<file path="config.mk">
export PLATFORM = sky130hd
export DESIGN_NAME = feb_integrity
export DESIGN_NICKNAME = d
export VERILOG_FILES = /design/src/feb_pkg.sv /design/src/feb_integrity.sv
export SDC_FILE = /design/constraint.sdc
export NUM_CORES = 1
export LEC_CHECK = 0
export ABC_AREA = 1
export BUFFER_PORTS_ARGS = -buffer_cell sky130_fd_sc_hd__buf_4
export CORE_MARGIN = 3
export CORE_UTILIZATION = 50
export CTS_CLUSTER_SIZE = 8
export DETAILED_ROUTE_END_ITERATION = 6
export PLACE_DENSITY = 0.81
export SYNTH_ARGS = -nofsm -noshare
export SYNTH_HDL_FRONTEND = slang
export SYNTH_SLANG_ARGS = --single-unit
export TNS_END_PERCENT = 10
</file>
<file path="constraint.sdc">
create_clock -name clk -period 5.05 [get_ports clk]
set_input_delay 0.505 -clock clk [delete_from_list [all_inputs] [get_ports clk]]
set_output_delay 0.505 -clock clk [all_outputs]
set_load 0.005 [all_outputs]
</file>
<file path="src/feb_pkg.sv">
// constants, region map and check-bit functions for the flash integrity block
package feb_pkg;
	// clock and watchdog timing
	localparam int CLK_HZ          = 50_000_000;
	localparam int WDT_TIMEOUT_MS  = 100;
	localparam int WDT_CYCLES      = WDT_TIMEOUT_MS * (CLK_HZ / 1000);
	localparam int WDT_HOLD_CYCLES = 16;

	// word and codeword layout
	localparam int DATA_W = 32;
	localparam int CHK_W  = 6;
	localparam int CODE_W = DATA_W + CHK_W;
	localparam int ADDR_W = 10;

	// flash regions; each region's checksum word sits at base + len
	localparam logic [ADDR_W-1:0] FW_BASE  = 10'h000;
	localparam logic [ADDR_W-1:0] FW_LEN   = 10'h100;
	localparam logic [ADDR_W-1:0] CFG_BASE = 10'h120;
	localparam logic [ADDR_W-1:0] CFG_LEN  = 10'h040;
	localparam logic [ADDR_W-1:0] LOG_BASE = 10'h180;
	localparam logic [ADDR_W-1:0] LOG_LEN  = 10'h080;

	// region walk order
	localparam logic [1:0] RGN_FW  = 2'h0;
	localparam logic [1:0] RGN_CFG = 2'h1;
	localparam logic [1:0] RGN_LOG = 2'h2;

	typedef enum logic [1:0] {FEB_ISSUE, FEB_WAIT, FEB_RUN} feb_state_e;

	// hamming syndrome: xor of codeword positions of set data bits
	function automatic logic [CHK_W-1:0] ecc_syn(input logic [DATA_W-1:0] d);
		logic [CHK_W-1:0] s;
		int               k;
		s = '0;
		k = 0;
		for (int p = 1; p <= CODE_W; p++) begin
			if ((p & (p - 1)) != 0) begin
				if (d[k]) s = s ^ CHK_W'(p);
				k++;
			end
		end
		return s;
	endfunction

	// flip the data bit that the syndrome points at, if any
	function automatic logic [DATA_W-1:0] ecc_fix(input logic [DATA_W-1:0] d,
		input logic [CHK_W-1:0] s);
		logic [DATA_W-1:0] r;
		int                k;
		r = d;
		k = 0;
		for (int p = 1; p <= CODE_W; p++) begin
			if ((p & (p - 1)) != 0) begin
				if (CHK_W'(p) == s) r[k] = ~r[k];
				k++;
			end
		end
		return r;
	endfunction

	// syndrome beyond the last codeword position: more than one bit flipped
	function automatic logic ecc_bad(input logic [CHK_W-1:0] s);
		return s > CHK_W'(CODE_W);
	endfunction
endpackage

</file>
<file path="src/feb_integrity.sv">
// boot checksum walk, flash check bits, watchdog reset and pin safing
//
// Function
// - checksum the firmware region on every power-up before letting firmware run.
// - on firmware mismatch stay idle but keep accepting serial commands.
// - check configuration checksum at power-up; on mismatch serve factory defaults.
// - configuration failure asserts fault_alert_n low and sets a status bit.
// - checksum the error-log region to confirm logged entries are intact.
// - firmware watchdog expiry issues a full normal device reset.
// - during reset general pins are released and fast pwm pins driven low.
// - check each incoming parameter against its permitted range before accepting.
// - generate six check bits per 32-bit word written, storing 38 bits.
// - on every flash read correct any single-bit error in the word.
module feb_integrity #(
	parameter int              GPIO_N      = 8,
	parameter int              PWM_N       = 4,
	parameter int              PAR_W       = 16,
	parameter int              WDT_CYCLES  = feb_pkg::WDT_CYCLES,
	parameter logic [31:0]     CFG_DEFAULT = 32'h0000_0000
) (
	input  wire logic                         clk,
	input  wire logic                         rst,
	output logic                              flash_req,
	output logic                              flash_we,
	output logic [feb_pkg::ADDR_W-1:0]        flash_addr,
	output logic [feb_pkg::CODE_W-1:0]        flash_wdata,
	input  wire logic [feb_pkg::CODE_W-1:0]   flash_rdata,
	input  wire logic                         flash_rvalid,
	input  wire logic                         host_req,
	input  wire logic                         host_we,
	input  wire logic [feb_pkg::ADDR_W-1:0]   host_addr,
	input  wire logic [feb_pkg::DATA_W-1:0]   host_wdata,
	output logic                              host_ready,
	output logic                              host_rvalid,
	output logic [feb_pkg::DATA_W-1:0]        host_rdata,
	output logic                              host_fixed,
	output logic                              host_err,
	input  wire logic                         par_valid,
	input  wire logic [PAR_W-1:0]             par_value,
	input  wire logic [PAR_W-1:0]             par_min,
	input  wire logic [PAR_W-1:0]             par_max,
	output logic                              par_ok,
	output logic                              par_bad,
	input  wire logic                         wdt_kick,
	input  wire logic [GPIO_N-1:0]            fw_gpio_oe,
	input  wire logic [PWM_N-1:0]             fw_pwm,
	output logic [GPIO_N-1:0]                 gpio_out,
	output logic [GPIO_N-1:0]                 gpio_oe,
	output logic [PWM_N-1:0]                  fast_pulse_width_output,
	output logic                              boot_done,
	output logic                              fw_run,
	output logic                              fw_bad,
	output logic                              cfg_default_sel,
	output logic                              status_cfg_bad,
	output logic                              fault_alert_n,
	output logic                              log_ok,
	output logic                              wdt_reset
);
	localparam int AW = feb_pkg::ADDR_W;
	localparam int DW = feb_pkg::DATA_W;
	localparam int CW = feb_pkg::CHK_W;
	localparam logic [31:0] WDT_LAST  = 32'(WDT_CYCLES - 1);
	localparam logic [7:0]  HOLD_LAST = 8'(feb_pkg::WDT_HOLD_CYCLES - 1);

	if (WDT_CYCLES < 2 || GPIO_N < 1 || PWM_N < 1 || PAR_W < 1) begin : g_chk
		$error("feb_integrity: unsupported parameter value");
	end

	// region base and length lookups, used only by the boot walk
	function automatic logic [AW-1:0] rgn_base(input logic [1:0] r);
		unique case (r)
			feb_pkg::RGN_FW:  return feb_pkg::FW_BASE;
			feb_pkg::RGN_CFG: return feb_pkg::CFG_BASE;
			default:          return feb_pkg::LOG_BASE;
		endcase
	endfunction

	function automatic logic [AW-1:0] rgn_len(input logic [1:0] r);
		unique case (r)
			feb_pkg::RGN_FW:  return feb_pkg::FW_LEN;
			feb_pkg::RGN_CFG: return feb_pkg::CFG_LEN;
			default:          return feb_pkg::LOG_LEN;
		endcase
	endfunction

	// internal reset: pin reset or watchdog reset
	logic in_rst;
	logic wdt_rst_q, wdt_rst_d;
	assign in_rst = rst | wdt_rst_q;

	// read decode shared by boot walk and host reads
	logic [DW-1:0] rd_raw, rd_fix;
	logic [CW-1:0] rd_syn;
	logic          rd_bad;
	assign rd_raw = flash_rdata[DW-1:0];
	assign rd_syn = feb_pkg::ecc_syn(rd_raw) ^ flash_rdata[feb_pkg::CODE_W-1:DW];
	assign rd_fix = feb_pkg::ecc_fix(rd_raw, rd_syn);
	assign rd_bad = feb_pkg::ecc_bad(rd_syn);

	// boot walk and flash access state
	feb_pkg::feb_state_e st_q, st_d;
	logic [1:0]              rgn_q, rgn_d;
	logic [AW-1:0]           idx_q, idx_d, haddr_q, haddr_d;
	logic [DW-1:0]           sum_q, sum_d, hdata_q, hdata_d;
	logic                    fw_ok_q, fw_ok_d, cfg_bad_q, cfg_bad_d, log_ok_q, log_ok_d;
	logic                    done_q, done_d, run_q, run_d, hpend_q, hpend_d;
	logic                    freq_q, freq_d, fwe_q, fwe_d, hval_q, hval_d;
	logic                    hfix_q, hfix_d, herr_q, herr_d;
	logic [AW-1:0]           faddr_q, faddr_d;
	logic [feb_pkg::CODE_W-1:0] fwd_q, fwd_d;
	logic                    in_cfg;

	assign in_cfg = haddr_q >= feb_pkg::CFG_BASE && haddr_q < feb_pkg::CFG_BASE + feb_pkg::CFG_LEN;
	// host requests wait for the boot walk; serial commands do not depend on firmware
	assign host_ready = (st_q == feb_pkg::FEB_RUN) && !freq_q && !hpend_q;

	// next state of the walk, flash requests and host answers
	always_comb begin
		st_d = st_q; rgn_d = rgn_q; idx_d = idx_q; sum_d = sum_q;
		fw_ok_d = fw_ok_q; cfg_bad_d = cfg_bad_q; log_ok_d = log_ok_q;
		done_d = done_q; hpend_d = hpend_q; haddr_d = haddr_q;
		freq_d = 1'b0; fwe_d = 1'b0; faddr_d = faddr_q; fwd_d = fwd_q;
		hval_d = 1'b0; hdata_d = hdata_q; hfix_d = hfix_q; herr_d = herr_q;
		run_d = done_q && fw_ok_q;
		unique case (st_q)
			feb_pkg::FEB_ISSUE: begin
				freq_d = 1'b1;
				faddr_d = rgn_base(rgn_q) + idx_q;
				st_d = feb_pkg::FEB_WAIT;
			end
			feb_pkg::FEB_WAIT: begin
				if (flash_rvalid) begin
					if (idx_q == rgn_len(rgn_q)) begin
						// stored checksum word reached: compare running sum
						unique case (rgn_q)
							feb_pkg::RGN_FW:  fw_ok_d = sum_q == rd_fix && !rd_bad;
							feb_pkg::RGN_CFG: cfg_bad_d = sum_q != rd_fix || rd_bad;
							default:          log_ok_d = sum_q == rd_fix && !rd_bad;
						endcase
						idx_d = '0;
						sum_d = '0;
						if (rgn_q == feb_pkg::RGN_LOG) begin
							st_d = feb_pkg::FEB_RUN;
							done_d = 1'b1;
						end else begin
							rgn_d = rgn_q + 2'h1;
							st_d = feb_pkg::FEB_ISSUE;
						end
					end else begin
						sum_d = sum_q + rd_fix;
						idx_d = idx_q + AW'(1);
						st_d = feb_pkg::FEB_ISSUE;
					end
				end
			end
			feb_pkg::FEB_RUN: begin
				if (hpend_q && flash_rvalid) begin
					hpend_d = 1'b0;
					hval_d = 1'b1;
					// a bad configuration is never served: defaults stand in
					hdata_d = (cfg_bad_q && in_cfg) ? CFG_DEFAULT : rd_fix;
					hfix_d = rd_syn != '0 && !rd_bad;
					herr_d = rd_bad;
				end else if (host_req && host_ready) begin
					freq_d = 1'b1;
					fwe_d = host_we;
					faddr_d = host_addr;
					haddr_d = host_addr;
					fwd_d = {feb_pkg::ecc_syn(host_wdata), host_wdata};
					hpend_d = !host_we;
				end
			end
		endcase
	end

	// walk and flash registers; the watchdog reset restarts the walk
	always_ff @(posedge clk) begin
		if (in_rst) begin
			st_q <= feb_pkg::FEB_ISSUE; rgn_q <= feb_pkg::RGN_FW;
			idx_q <= '0; sum_q <= '0; haddr_q <= '0; hdata_q <= '0;
			fw_ok_q <= 1'b0; cfg_bad_q <= 1'b0; log_ok_q <= 1'b0;
			done_q <= 1'b0; run_q <= 1'b0; hpend_q <= 1'b0;
			freq_q <= 1'b0; fwe_q <= 1'b0; faddr_q <= '0; fwd_q <= '0;
			hval_q <= 1'b0; hfix_q <= 1'b0; herr_q <= 1'b0;
		end else begin
			st_q <= st_d; rgn_q <= rgn_d; idx_q <= idx_d; sum_q <= sum_d;
			haddr_q <= haddr_d; hdata_q <= hdata_d;
			fw_ok_q <= fw_ok_d; cfg_bad_q <= cfg_bad_d; log_ok_q <= log_ok_d;
			done_q <= done_d; run_q <= run_d; hpend_q <= hpend_d;
			freq_q <= freq_d; fwe_q <= fwe_d; faddr_q <= faddr_d; fwd_q <= fwd_d;
			hval_q <= hval_d; hfix_q <= hfix_d; herr_q <= herr_d;
		end
	end

	assign flash_req = freq_q;
	assign flash_we = fwe_q;
	assign flash_addr = faddr_q;
	assign flash_wdata = fwd_q;
	assign host_rvalid = hval_q;
	assign host_rdata = hdata_q;
	assign host_fixed = hfix_q;
	assign host_err = herr_q;
	assign boot_done = done_q;
	assign fw_run = run_q;
	assign fw_bad = done_q && !fw_ok_q;
	assign cfg_default_sel = cfg_bad_q;
	assign status_cfg_bad = cfg_bad_q;
	assign log_ok = log_ok_q;

	// watchdog: counts only while firmware runs; only the pin reset clears it
	logic [31:0] wdt_cnt_q, wdt_cnt_d;
	logic [7:0]  hold_q, hold_d;
	always_comb begin
		wdt_cnt_d = wdt_cnt_q;
		hold_d = hold_q;
		wdt_rst_d = wdt_rst_q;
		if (wdt_rst_q) begin
			wdt_cnt_d = '0;
			hold_d = hold_q + 8'h01;
			if (hold_q == HOLD_LAST) wdt_rst_d = 1'b0;
		end else if (!run_q || wdt_kick) begin
			wdt_cnt_d = '0;
		end else if (wdt_cnt_q == WDT_LAST) begin
			wdt_rst_d = 1'b1;
			hold_d = '0;
		end else begin
			wdt_cnt_d = wdt_cnt_q + 32'h1;
		end
	end

	always_ff @(posedge clk) begin
		if (rst) begin
			wdt_cnt_q <= '0; hold_q <= '0; wdt_rst_q <= 1'b0;
		end else begin
			wdt_cnt_q <= wdt_cnt_d; hold_q <= hold_d; wdt_rst_q <= wdt_rst_d;
		end
	end
	assign wdt_reset = wdt_rst_q;

	// pin safing and parameter range check
	logic [GPIO_N-1:0] goe_q, goe_d;
	logic [PWM_N-1:0]  pwm_q, pwm_d;
	logic              pok_q, pok_d, pbad_q, pbad_d, alert_n_q, alert_n_d;
	always_comb begin
		goe_d = fw_gpio_oe & {GPIO_N{run_q}};
		pwm_d = fw_pwm & {PWM_N{run_q}};
		// the range check runs even when firmware is held idle
		pok_d = par_valid && par_value >= par_min && par_value <= par_max;
		pbad_d = par_valid && !pok_d;
		alert_n_d = !cfg_bad_q;
	end

	always_ff @(posedge clk) begin
		if (in_rst) begin
			goe_q <= '0; pwm_q <= '0;
			pok_q <= 1'b0; pbad_q <= 1'b0; alert_n_q <= 1'b1;
		end else begin
			goe_q <= goe_d; pwm_q <= pwm_d;
			pok_q <= pok_d; pbad_q <= pbad_d; alert_n_q <= alert_n_d;
		end
	end
	// open-drain: the pin only ever pulls low
	assign gpio_out = '0;
	assign gpio_oe = goe_q;
	assign fast_pulse_width_output = pwm_q;
	assign par_ok = pok_q;
	assign par_bad = pbad_q;
	assign fault_alert_n = alert_n_q;
endmodule

</file>
Word level (Yosys, flattened, before mapping):

Cells that the tools add are included.
W data, S select, Z words.

* multiplexer cells: 403
* equal/unequal tests: 45
* reductions and logical operators: 46
* bitwise logic cells: 103
* $lt $le $gt $ge: 36
* $add $sub $neg: 36

Operators with widths (number)
* $mux W32: 96
* $lt A32 B7 Y1 const B: 31
* $add A32 B2 Y32 const B: 30
* $mux W6: 106
* $bmux W1 S5: 31
* $mux W5: 31
* $eq A5 B6 Y1 const A: 15
* $not A3 Y3: 26
* $mux W1: 72
* $mux W10: 7
* $mux W4: 15
* $eq A4 B6 Y1 const A: 7
* $not A2 Y2: 20
* $not A4 Y4: 10
* $not A1 Y1: 37
* $eq A6 B6 Y1 const A: 6
* $pmux W9 S2: 2
* $add A32 B1 Y32 const B: 1
* $add A32 B32 Y32: 1
* $eq A32 B23 Y1 const B: 1
* $eq A32 B32 Y1: 1
* $mux W8: 4
* $ne A32 B32 Y1: 1
* $mux W31: 1
* other kinds (62): 117

* flip-flop bits (word level): 203
* output and inout bits: 116
* input bits: 147
* logic and storage cells: 696

Depth between registers and ports, before layout:

Gate-level depths: netlist of run 1.

* depth in word-level cells: 161
* depth in mapped cells: 35
* mapped depth without buffers: 34

Least setup slack after synthesis of run 1:

Ideal clock, no wire load.

* path type: input-to-reg
* start: input flash_rdata[10] (netlist bit)
* end: register sum_q[30]
* data required time: 4.936 ns
* stages: 31
* path buffers: 1
* arrival: 3.760 ns
* path slack: 1.176 ns
* setup time: 0.114 ns
* path through: buf_4 inv_1 nand2_1 nand2_1 nand3_1 nand2_1 nand2_1 nand2_1 nand2_1 nand2_1 nand3_1 nand2_2 nand2_1 nor3_2 nand3_1 nand2_1 inv_1 ha_1 fa_1 nand3_1 nand3_1 nand3_1 nand2_1 nand3_1 nand3_1 a21o_1 nand2_1 o211ai_1 or2_2 nand3_1 nand2_1

* word-level cells in the longest chain between the ends: 69
* elaborated cells between the ends (all ways): 110
* those cells by class: 1 x add/sub; 31 x eq/ne; 55 x mux; 23 x bitwise

RTL lines
* start: declaration: line feb_integrity.sv:27 `input wire logic [feb_pkg::CODE_W-1:0] flash_rdata,`
* $mux W4: line feb_pkg.sv:38 `if (d[k]) s = s ^ CHK_W'(p);`
* $not A1 Y2 (no line) or $mux W5 (tied branches)
* $mux W5 or $not A2 Y2 (tied branches)
* $mux W5: line feb_pkg.sv:38
* $not A3 Y3 (no line) or $not A2 Y2 (tied branches)
* $mux W5: line feb_pkg.sv:38
* $mux W5 or $not A3 Y3 (tied branches)
* $not A3 Y3 (no line) or $mux W5 (tied branches)
* [... 53 more ...]
* $mux W27: line feb_pkg.sv:54 `if (CHK_W'(p) == s) r[k] = ~r[k];`
* $mux W28: line feb_pkg.sv:54
* $mux W29: line feb_pkg.sv:54
* $mux W30: line feb_pkg.sv:54
* $mux W31 *: line feb_pkg.sv:54
* $mux W32 *: line feb_pkg.sv:54
* $add A32 B32 Y32 *: line feb_integrity.sv:150 `sum_d = sum_q + rd_fix;`
* $mux W32 *: line feb_integrity.sv:133 `if (idx_q == rgn_len(rgn_q)) begin`
* end signal: assignment: line feb_integrity.sv:186 `st_q <= st_d; rgn_q <= rgn_d; idx_q <= idx_d; sum_q <= sum_d;`
* end: declaration: line feb_integrity.sv:104 `logic [DW-1:0] sum_q, sum_d, hdata_q, hdata_d;`

Every way passes the cells marked *; elsewhere a longest branch is shown, timed or not.
A chain may end at the register's enable or synchronous reset.

Worst setup path after layout of run 1:

* start: input flash_rdata[3] (netlist bit)
* end: register sum_q[24]

* word-level cells in the longest chain between the ends: 80
* elaborated cells between the ends (all ways): 117
* those cells by class: 1 x add/sub; 25 x eq/ne; 62 x mux; 29 x bitwise

RTL lines (line)
* $mux W3: feb_pkg.sv:38
* $not A1 Y2 (no line) or $mux W4 (tied branches)
* $mux W4 or $not A2 Y2 (tied branches)
* $mux W4: feb_pkg.sv:38
* $not A3 Y3 (no line) or $not A2 Y2 (tied branches)
* $mux W4: feb_pkg.sv:38
* $mux W4 or $not A3 Y3 (tied branches)
* $not A3 Y3 (no line) or $mux W4 (tied branches)
* [... 64 more ...]
* $mux W27 *: feb_pkg.sv:54
* $mux W28 *: feb_pkg.sv:54
* $mux W29 *: feb_pkg.sv:54
* $mux W30 *: feb_pkg.sv:54
* $mux W31 *: feb_pkg.sv:54
* $mux W32 *: feb_pkg.sv:54
* $add A32 B32 Y32 *: feb_integrity.sv:150
* $mux W32 *: feb_integrity.sv:133

Marks and branches as above.

==> flow_summary_export.csv, run 1 <==
group,metric,value,unit
worst_setup_path,critPathMostFrequentCell,"nand2_1",
cts,post_cts_buffers,0,
finish,multiInputGateArea,8077,um2
die,io_pins,263,
finish,n_antenna_cell,0,
global_route,grt_use_met2,42.34,%
worst_setup_path,reg2reg_from,"st_q[1]",
global_route,grt_pass1_vias,12568,
synth,synth_seq_cells,198,
power_and_ir_drop,p_leak,7.255,nW
timing,slew_viol_final,0,
synth,yosys.area.top_type_share,29.99,%
global_route,grt_max_degree,86,
global_route,grt_overflow,0,
synth,synth_cell_types,61,
synth,ys.warnings.count,0,
routing,antenna_left,0,
global_route,grt_usage,25.37,%
global_route,antenna_found_initial,0,
finish,fin_nets,2385,
cts,cts-hold-fix-buffers,0,
routing,drc,0,
routing,dr_total_vias,13354,
routing,via_per_inst,5.344,
finish,postLayoutCoreUtil,62.05,%
timing,skew,18.07,ps
timing,setup_viol,0,
timing,fin_setup_tns,0,ps
worst_setup_path,cp_max_fo,5,
timing,fmax,226.0,MHz
synth,syn-cell-area,13220,um2
cts,htreeDepth,4,
flow_run,maxCapViolCount,0,
global_route,grt_pass1_wl,60470,um
die,dieWidth,168.6,um
worst_setup_path,critical-path-top-delay-family,"simple AND/OR/NAND/NOR gates",
global_route,top_usage_layer,"met2",
synth,avgSynthCellArea,6.831,um2
synth,syn_inst,1935,
global_route,grtUsageMet3,4.110,%
worst_setup_path,cp.required,5410,ps
worst_setup_path,crit_type,"input port to flip-flop",
cts,clk_root_buffer_cell,"clkbuf_16",
routing,first_pass_iters,6,
timing,fin_crit_sh,87.61,%
routing,wl_per_cell,14.82,um
synth,asyncSetResetFlopFracSynth,0,%
cts,cts_buffers,17,
placed_design,gp_congestion,0.9904,
synth,ys_seq_area_share,29.99,%
finish,area_growth,19.92,%
cts,cts.clk_slew.worst_paths,80,ps
timing,hold_viol,0,
synth,synth-edff-count,0,
routing,drt_wl_total,37050,um
worst_setup_path,end_kind,"flip-flop",
die,dieHeight,168.6,um
synth,yosys.cell_count.top_type,"nand2_1",
die,die-area,28420,um2
routing,drt_iter0_markers,1051,
power_and_ir_drop,ir_drop,254.6,uV
worst_setup_path,cp_num_buf_inv,3,
synth,yosys-top-cells-count,"nand2_1 (540), inv_1 (209), dfxtp_1 (198), a21oi_1 (169), nor2_1 (121)",
timing,min_period,4424,ps
global_route,grt.met1_usage,33.48,%
cts,clkLatencyLatePin,440,ps
cts,cts_tree,"done",
synth,synth_area_leader_cell,"dfxtp_1",
status,status,"complete, no violations",
power_and_ir_drop,power.density,255.8,nW/um2
synth,synthTopCellsByArea,"dfxtp_1 (30%), nand2_1 (15%), ha_1 (7.7%)",
power_and_ir_drop,power,4.055,mW
cts,post_cts_resized,0,
worst_setup_path,crit_start,"flash_rdata[3]",
worst_setup_path,critPathMaxStageDelay,420,ps
die,num_rows,58,
synth,synth-main-ff-cell,"dfxtp_1",
timing,relSlewSlack,27.17,%
finish,regArea,3964,um2
die,core,25540,um2
timing,tightest_slew,1091,ps
worst_setup_path,start_kind,"input port",
finish,final.fill_count,2315,
placed_design,io_buffer_count,254,
timing,grt_setup_unrepaired,"no",
worst_hold_path,hold_class,"input port to flip-flop",
cts,cts_buffer_depth,2,
placed_design,dpl.hpwl,29260,um
worst_setup_path,cpMaxStageDelayCell,"fa_1",
cts,clkSinkCount,198,
worst_setup_path,crit_arrival,4780,ps
worst_hold_path,worstHoldStart,"fw_pwm[2]",
finish,drive_gt1_share,17.20,%
die,initial_core_util,51.74,%
==> logic make-up (layout without fill, tap and decap cells) <==
| group | after synthesis | in the layout | share of synthesized area [%] |
|---|---|---|---|
| adder cells (fa/ha/maj) | 82 | 82 | 7.819 |
| buffers and inverters | 300 | 527 | 9.201 |
| XOR/XNOR | 147 | 147 | 10.28 |
| AND/OR/NAND/NOR | 890 | 890 | 29.30 |
| other | 1 | 8 | 0.02837 |
| AO/OA/AOI/OAI | 317 | 317 | 13.39 |
| flip-flops | 198 | 198 | 29.99 |
==> area by class of cell <==
cell class,count,share of cell area [%]
multi-input cells,1444,50.96
inverters,234,5.565
repair buffers,261,12.36
clock inverters,12,0.7499
well taps,330,2.605
clock buffers,20,2.755
flip-flops and latches,198,25.01
==> metal layers <==
metal | wire, um | vias to the layer above
met1 | 16180 | 6061
met3 | 2706 | 67
li1 | - | 6719
met5 | 0 | -
met4 | 1010 | 0
met2 | 17150 | 507
==> per-stage QoR <==
step	area, um2	hold WS [ps]	cells	setup WS [ps]
after floorplan	13240	420.2	1942	1176
after global placement	15290	444.5	2467	297.3
after detailed placement	15290	451.6	2467	231.5
after CTS	15850	284.5	2499	677.6
after global routing	15850	294.6	2499	276.0
final	15850	302.0	2499	625.9
==> registers in the layout (all words and copies together) (netlist names), 2 cells and up <==
register / count
flash_wdata: 38
host_rdata: 32
sum_q: 32
wdt_cnt_q: 32
flash_addr: 10
idx_q: 10
gpio_oe: 8
hold_q: 8
haddr_q: 5
fast_pulse_width_output: 4
rgn_q: 2
st_q: 2
==> worst min-delay path: stages <==
cell     delay, ps
buf_4           80
nand2_1         40
nor2_1          80
==> worst paths after layout <==
kind	end	cells after the start	slack (ps)
setup / recovery	sum_q[24]	32	630
hold / removal	fast_pulse_width_output[2]	3	300
setup reg to reg	flash_addr[9]	11	1950
hold reg to reg	sum_q[29]	2	460
==> power breakdown <==
| part | leakage, nW | internal (mW) | total [mW] | switching [mW] |
|---|---|---|---|---|
| logic | 5.40 | 0.427 | 1.13 | 0.702 |
| clock network | 0.256 | 0.689 | 1.32 | 0.629 |
| registers | 1.60 | 1.59 | 1.61 | 0.0191 |
==> placed cells by master (no fill, tap or decap), types with 5 or more instances in the layout <==
| cell type | n |
|---|---|
| nand2_1 | 540 |
| buf_4 | 261 |
| inv_1 | 209 |
| dfxtp_1 | 198 |
| a21oi_1 | 169 |
| nor2_1 | 121 |
| nand3_1 | 89 |
| ha_1 | 81 |
| o21ai_0 | 80 |
| xnor2_1 | 70 |
| xor2_1 | 69 |
| nor3_1 | 36 |
| nand4_1 | 26 |
| inv_2 | 23 |
| nor4_1 | 23 |
| clkbuf_16 | 17 |
| a31oi_1 | 16 |
| nand2_2 | 12 |
| conb_1 | 8 |
| nor2_2 | 7 |
| a211oi_1 | 7 |
| or2_2 | 6 |
| nor3b_1 | 6 |
| o221ai_1 | 6 |
| nor3_2 | 5 |
| a21o_1 | 5 |
| clkinvlp_4 | 5 |
Power figures use the tool's default switching activity.
==> run 2: changes to the inputs <==
- CORE_ASPECT_RATIO: default -> 1.2
- SLEW_MARGIN: default -> 20
- TNS_END_PERCENT: 10 -> 30
==> run 2 against run 1 <==
Clock-buffer cell count down 2. Critical endpoint unchanged. Global-route usage down 0.15 points. Design area about the same. Register-to-register slack better by 180 ps. Sequential cell count unchanged. Critical path type unchanged. Sequential power about the same.
==> flow_summary_export.csv, run 2 (synthesis results as in run 1) <==
group,metric,value,unit
status,status,"complete, no violations",
finish,area_growth,19.85,%
global_route,top_usage_layer,"met2",
die,num_rows,64,
worst_setup_path,start_kind,"input port",
placed_design,dpl.hpwl,29610,um
die,die-area,28430,um2
timing,fmax,232.1,MHz
die,core,25780,um2
worst_setup_path,cp.required,5420,ps
cts,clkLatencyLatePin,440,ps
worst_setup_path,r2r_cells,11,
worst_setup_path,end_kind,"flip-flop",
global_route,grt.met1_usage,31.64,%
finish,drive_gt1_share,17.33,%
routing,drc,0,
timing,tightest_slew,1103,ps
worst_hold_path,hold_class,"input port to flip-flop",
routing,first_pass_iters,6,
timing,relSlewSlack,26.44,%
global_route,antenna_found_initial,0,
finish,postLayoutCoreUtil,61.44,%
finish,final.fill_count,2344,
global_route,grt_usage,25.22,%
routing,drt_iter0_markers,810,
finish,largest_reg_flops,38,
cts,cts_buffer_depth,2,
finish,final_cell_mix,"nand2_1 (540), buf_4 (263), inv_1 (208)",
finish,layout_commonest_cell,"nand2_1",
worst_setup_path,reg2reg_from,"st_q[1]",
cts,clk_root_buffer_cell,"clkbuf_16",
timing,min_period,4309,ps
worst_setup_path,crit_cells,32,
worst_setup_path,crit_path_end,"sum_q[24]",
finish,n_antenna_cell,0,
worst_setup_path,critical-path-top-delay-family,"simple AND/OR/NAND/NOR gates",
worst_setup_path,crit_start,"flash_rdata[3]",
placed_design,gp_congestion,0.9951,
worst_setup_path,critPathMostFrequentCell,"nand2_1",
cts,htreeDepth,4,
die,dieHeight,184.1,um
die,io_pins,263,
die,dieWidth,154.4,um
worst_setup_path,cp_num_buf_inv,3,
routing,via_per_inst,5.330,
routing,drt_wl_total,37140,um
worst_setup_path,crit_arrival,4670,ps
global_route,grt_pass1_wl,60040,um
cts,cts.clk_slew.worst_paths,70,ps
power_and_ir_drop,ir_drop,240.8,uV
worst_setup_path,r2r-end,"flash_addr[9]",
worst_setup_path,critPathMaxStageDelay,400,ps
timing,setup_viol,0,
cts,cts_tree,"done",
timing,fin_crit_sh,85.32,%
cts,clkSinkCount,198,
worst_setup_path,r2r_slack,2130,ps
worst_setup_path,crit_type,"input port to flip-flop",
placed_design,io_buffer_count,254,
routing,dr_total_vias,13325,
routing,antenna_left,0,
cts,cts_buffers,17,
cts,post_cts_buffers,0,
worst_setup_path,cpMaxStageDelayCell,"fa_1",
worst_setup_path,cp_max_fo,5,
timing,fin_setup_tns,0,ps
global_route,grtUsageMet3,3.758,%
cts,post_cts_resized,0,
timing,grt_setup_unrepaired,"no",
routing,wl_per_cell,14.86,um
cts,cts-hold-fix-buffers,0,
global_route,grt_pass1_vias,12706,
global_route,grt_overflow,0,
die,initial_core_util,51.26,%
flow_run,maxCapViolCount,0,
timing,slew_viol_final,0,
power_and_ir_drop,power.density,253.3,nW/um2
timing,skew,13.80,ps
global_route,grt_use_met2,44.72,%
global_route,grt_max_degree,87,
power_and_ir_drop,p_leak,7.258,nW
finish,fin_nets,2387,
timing,hold_viol,0,
-- run 2: cell types whose count changed in the layout (fill, tap and decap cells not counted), sizes merged --
cell      change
bufinv        -1
inv           -1
clkinv        +4
buf           +2
clkinvlp      -1
clkbuf        -2
-- run 2: final cells by class --
class                   count  area, um2  area share, %
multi-input cells        1444       8077          50.98
clock inverters            13      102.6         0.6477
flip-flops and latches    198       3964          25.02
clock buffers              18      429.2          2.709
well taps                 330      412.9          2.606
repair buffers            263       1974          12.46
inverters                 234      882.1          5.568
-- run 2: power breakdown --
| part | leakage, nW | internal, mW | switching [mW] |
|---|---|---|---|
| sequential | 1.60 | 1.59 | 0.0196 |
| combinational | 5.41 | 0.427 | 0.710 |
| clock | 0.252 | 0.636 | 0.632 |
| total | 7.26 | 2.65 | 1.36 |
-- run 2: worst min path at each step --
stage,cells past startpoint,endpoint,start
4_1_cts,3,gpio_oe[5],fw_gpio_oe[5]
6_report,3,gpio_oe[6],fw_gpio_oe[6]
3_3_place_gp,2,sum_q[8],sum_q[8]
2_1_floorplan,1,fault_alert_n,cfg_default_sel
3_5_place_dp,2,sum_q[18],sum_q[18]
5_1_grt,3,gpio_oe[6],fw_gpio_oe[6]
-- run 2: stage by stage --
step	power [mW]	worst slack, ps	instance area, um2	instances	hold slack [ps]
4_1_cts	4.019	799.1	15840	2500	288.0
5_1_grt	4.213	352.9	15840	2500	289.4
3_3_place_gp	2.746	365.3	15310	2469	442.4
3_5_place_dp	2.764	338.1	15310	2469	451.1
2_1_floorplan	2.446	1176	13240	1942	420.2
6_report	4.013	741.4	15840	2500	301.9
-- run 2: tightest hold or removal path: cells and delay by family --
family | cells | cell delay (ps)
simple gates | 2 | 120
buf+inv | 1 | 70
-- run 2: per-layer routing --
metal | up-vias | wire length (um)
met4 | 0 | 874
met5 | - | 0
met2 | 483 | 17990
met3 | 67 | 2495
li1 | 6700 | -
met1 | 6075 | 15780
==> run 3: changes to the inputs <==
- CORE_MARGIN: 3 -> 8
==> run 3 against run 2 <==
Critical endpoint unchanged. Wire length rose by 4.6%. Sequential cell count did not move. Global-route usage fell by 1.4 points. Final cell count rose by 0.20%. Register-to-register slack got worse by 230 ps. Non-clock buffer count did not move. Utilization fell by 0.56 points. First-iteration DRC count rose by 13%. Die area rose by 12%. Clock-buffer cell count rose by 2. Clock skew fell by 2.2 ps. Worst setup slack got worse by 6.2 ps.
==> flow_summary_export.csv, run 3 (synthesis results as in run 1) <==
group,metric,value,unit
status,status,"complete, no violations",
placed_design,dpl.hpwl,30810,um
global_route,grt_pass1_vias,12943,
cts,cts_buffer_depth,2,
routing,wl_per_cell,15.50,um
global_route,antenna_found_initial,0,
worst_setup_path,reg2reg_from,"st_q[1]",
power_and_ir_drop,power_frac_comb,27.1,%
power_and_ir_drop,p_sw,1.362,mW
global_route,grt_usage,23.83,%
timing,fmax,231.8,MHz
die,dieWidth,164.4,um
timing,skew,11.58,ps
timing,setup_viol,0,
die,initial_core_util,50.47,%
power_and_ir_drop,power,4.208,mW
finish,drive_gt1_share,17.42,%
timing,relSlewSlack,41.96,%
routing,via_per_inst,5.325,
die,core,26190,um2
routing,antenna_left,0,
worst_setup_path,crit_arrival,4680,ps
finish,layout_commonest_cell,"nand2_1",
die,die-area,31920,um2
worst_setup_path,cpMaxStageDelayCell,"fa_1",
timing,min_period,4315,ps
placed_design,dpl_cell_area,15320,um2
die,io_pins,263,
die,num_rows,65,
worst_setup_path,critPathMaxStageDelay,420,ps
worst_setup_path,r2r_slack,1900,ps
timing,slew_viol_final,0,
flow_run,maxCapViolCount,0,
power_and_ir_drop,p_seq_share,38.2,%
worst_setup_path,critPathMostFrequentCell,"nand2_1",
global_route,grt_overflow,0,
cts,cts-hold-fix-buffers,0,
power_and_ir_drop,power.density,263.9,nW/um2
global_route,grt_max_degree,53,
cts,post_cts_resized,0,
finish,largest_reg_flops,38,
worst_setup_path,crit_start,"flash_rdata[3]",
cts,clkSinkCount,198,
power_and_ir_drop,swShare,32.37,%
timing,hold_viol,0,
finish,fin_nets,2387,
finish,design_area,15940,um2
routing,drt_iter0_markers,919,
worst_setup_path,end_kind,"flip-flop",
timing,grt_setup_unrepaired,"no",
timing,fin_crit_sh,85.44,%
routing,drt_wl_total,38840,um
placed_design,io_buffer_count,254,
worst_setup_path,r2r-end,"host_rdata[0]",
worst_setup_path,crit_path_end,"sum_q[24]",
worst_hold_path,hold_class,"input port to flip-flop",
worst_setup_path,cp.required,5420,ps
cts,htreeDepth,4,
finish,n_antenna_cell,0,
power_and_ir_drop,clkPwrFrac,34.7,%
worst_setup_path,start_kind,"input port",
global_route,grt_pass1_wl,62800,um
worst_hold_path,holdPathStages,2,
placed_design,gp_congestion,0.9660,
routing,first_pass_iters,5,
cts,clkLatencyLatePin,440,ps
cts,clk_root_buffer_cell,"clkbuf_16",
die,dieHeight,194.1,um
power_and_ir_drop,p_leak,7.312,nW
cts,cts_tree,"done",
worst_setup_path,cp_max_fo,5,
finish,area_growth,20.62,%
cts,cts_buffers,17,
timing,tightest_slew,869.6,ps
finish,final.fill_count,2396,
timing,fin_setup_tns,0,ps
timing,fin_hold_ws,295.2,ps
worst_setup_path,crit_type,"input port to flip-flop",
routing,dr_total_vias,13339,
worst_setup_path,r2r_cells,7,
finish,final_cell_mix,"nand2_1 (540), buf_4 (263), inv_1 (208)",
cts,cts.clk_slew.worst_paths,80,ps
cts,post_cts_buffers,0,
routing,drc,0,
power_and_ir_drop,internal_power,2.846,mW
power_and_ir_drop,ir_drop,228.3,uV
-- run 3: cell types whose count changed in the layout (fill, tap and decap cells not counted), moves of 2 or more --
cell,delta
inv_6,+3
clkinv_4,-2
clkbuf_8,+3
bufinv_16,+3
clkinv_2,-3
clkinvlp_4,-2
-- run 3: per-stage QoR --
stage	util [%]	setup slack, ps	instances
finish	60.88	735.3	2505
global route	60.88	444.0	2505
CTS	60.88	773.5	2505
detailed placement	58.49	343.3	2474
global placement	58.49	374.8	2474
floorplan	-	1176	1942
-- run 3: per-layer routing --
metal  global-route usage (%)  up-vias  wire length (um)  share of wire [%]
met5                        0        -                 0                  0
li1                         -     6706                 -                  -
met3                    4.163       73              2598                6.7
met2                    41.06      463             18720                 48
met1                    29.05     6097             16410                 42
met4                    8.456        0              1115                2.9
-- run 3: power by group through the flow --
stage                     logic, mW  clock network, mW  registers (mW)
after floorplan               0.807                  0            1.64
after global placement         1.11                  0            1.64
after detailed placement       1.12                  0            1.64
after CTS                      1.13               1.49            1.61
after global routing           1.26               1.54            1.61
final                          1.14               1.46            1.61
-- run 3: worst min path at each step --
| stage | start | end | slack (ps) |
|---|---|---|---|
| floorplan | cfg_default_sel | fault_alert_n | 420 |
| global placement | sum_q[8] | sum_q[8] | 440 |
| detailed placement | sum_q[17] | sum_q[17] | 450 |
| CTS | rst | hold_q[2] | 270 |
| global route | rst | hold_q[2] | 290 |
| finish | rst | hold_q[2] | 300 |
-- run 3: area by class of cell --
type	instances	area (um2)	share of cell area [%]
Multi-Input combinational cell	1444	8077	50.66
Sequential cell	198	3964	24.86
Timing Repair Buffer	263	1974	12.38
Inverter	234	882.1	5.533
Clock buffer	20	466.7	2.927
Tap cell	335	419.2	2.629
Clock inverter	11	160.2	1.005
-- run 3: critical path: cells and delay by family --
family	cells	cell delay, ps
adders and majority gates	2	620
AOI/OAI and AO/OA	3	530
and+or+nand+nor	24	2720
buffers and inverters	3	290
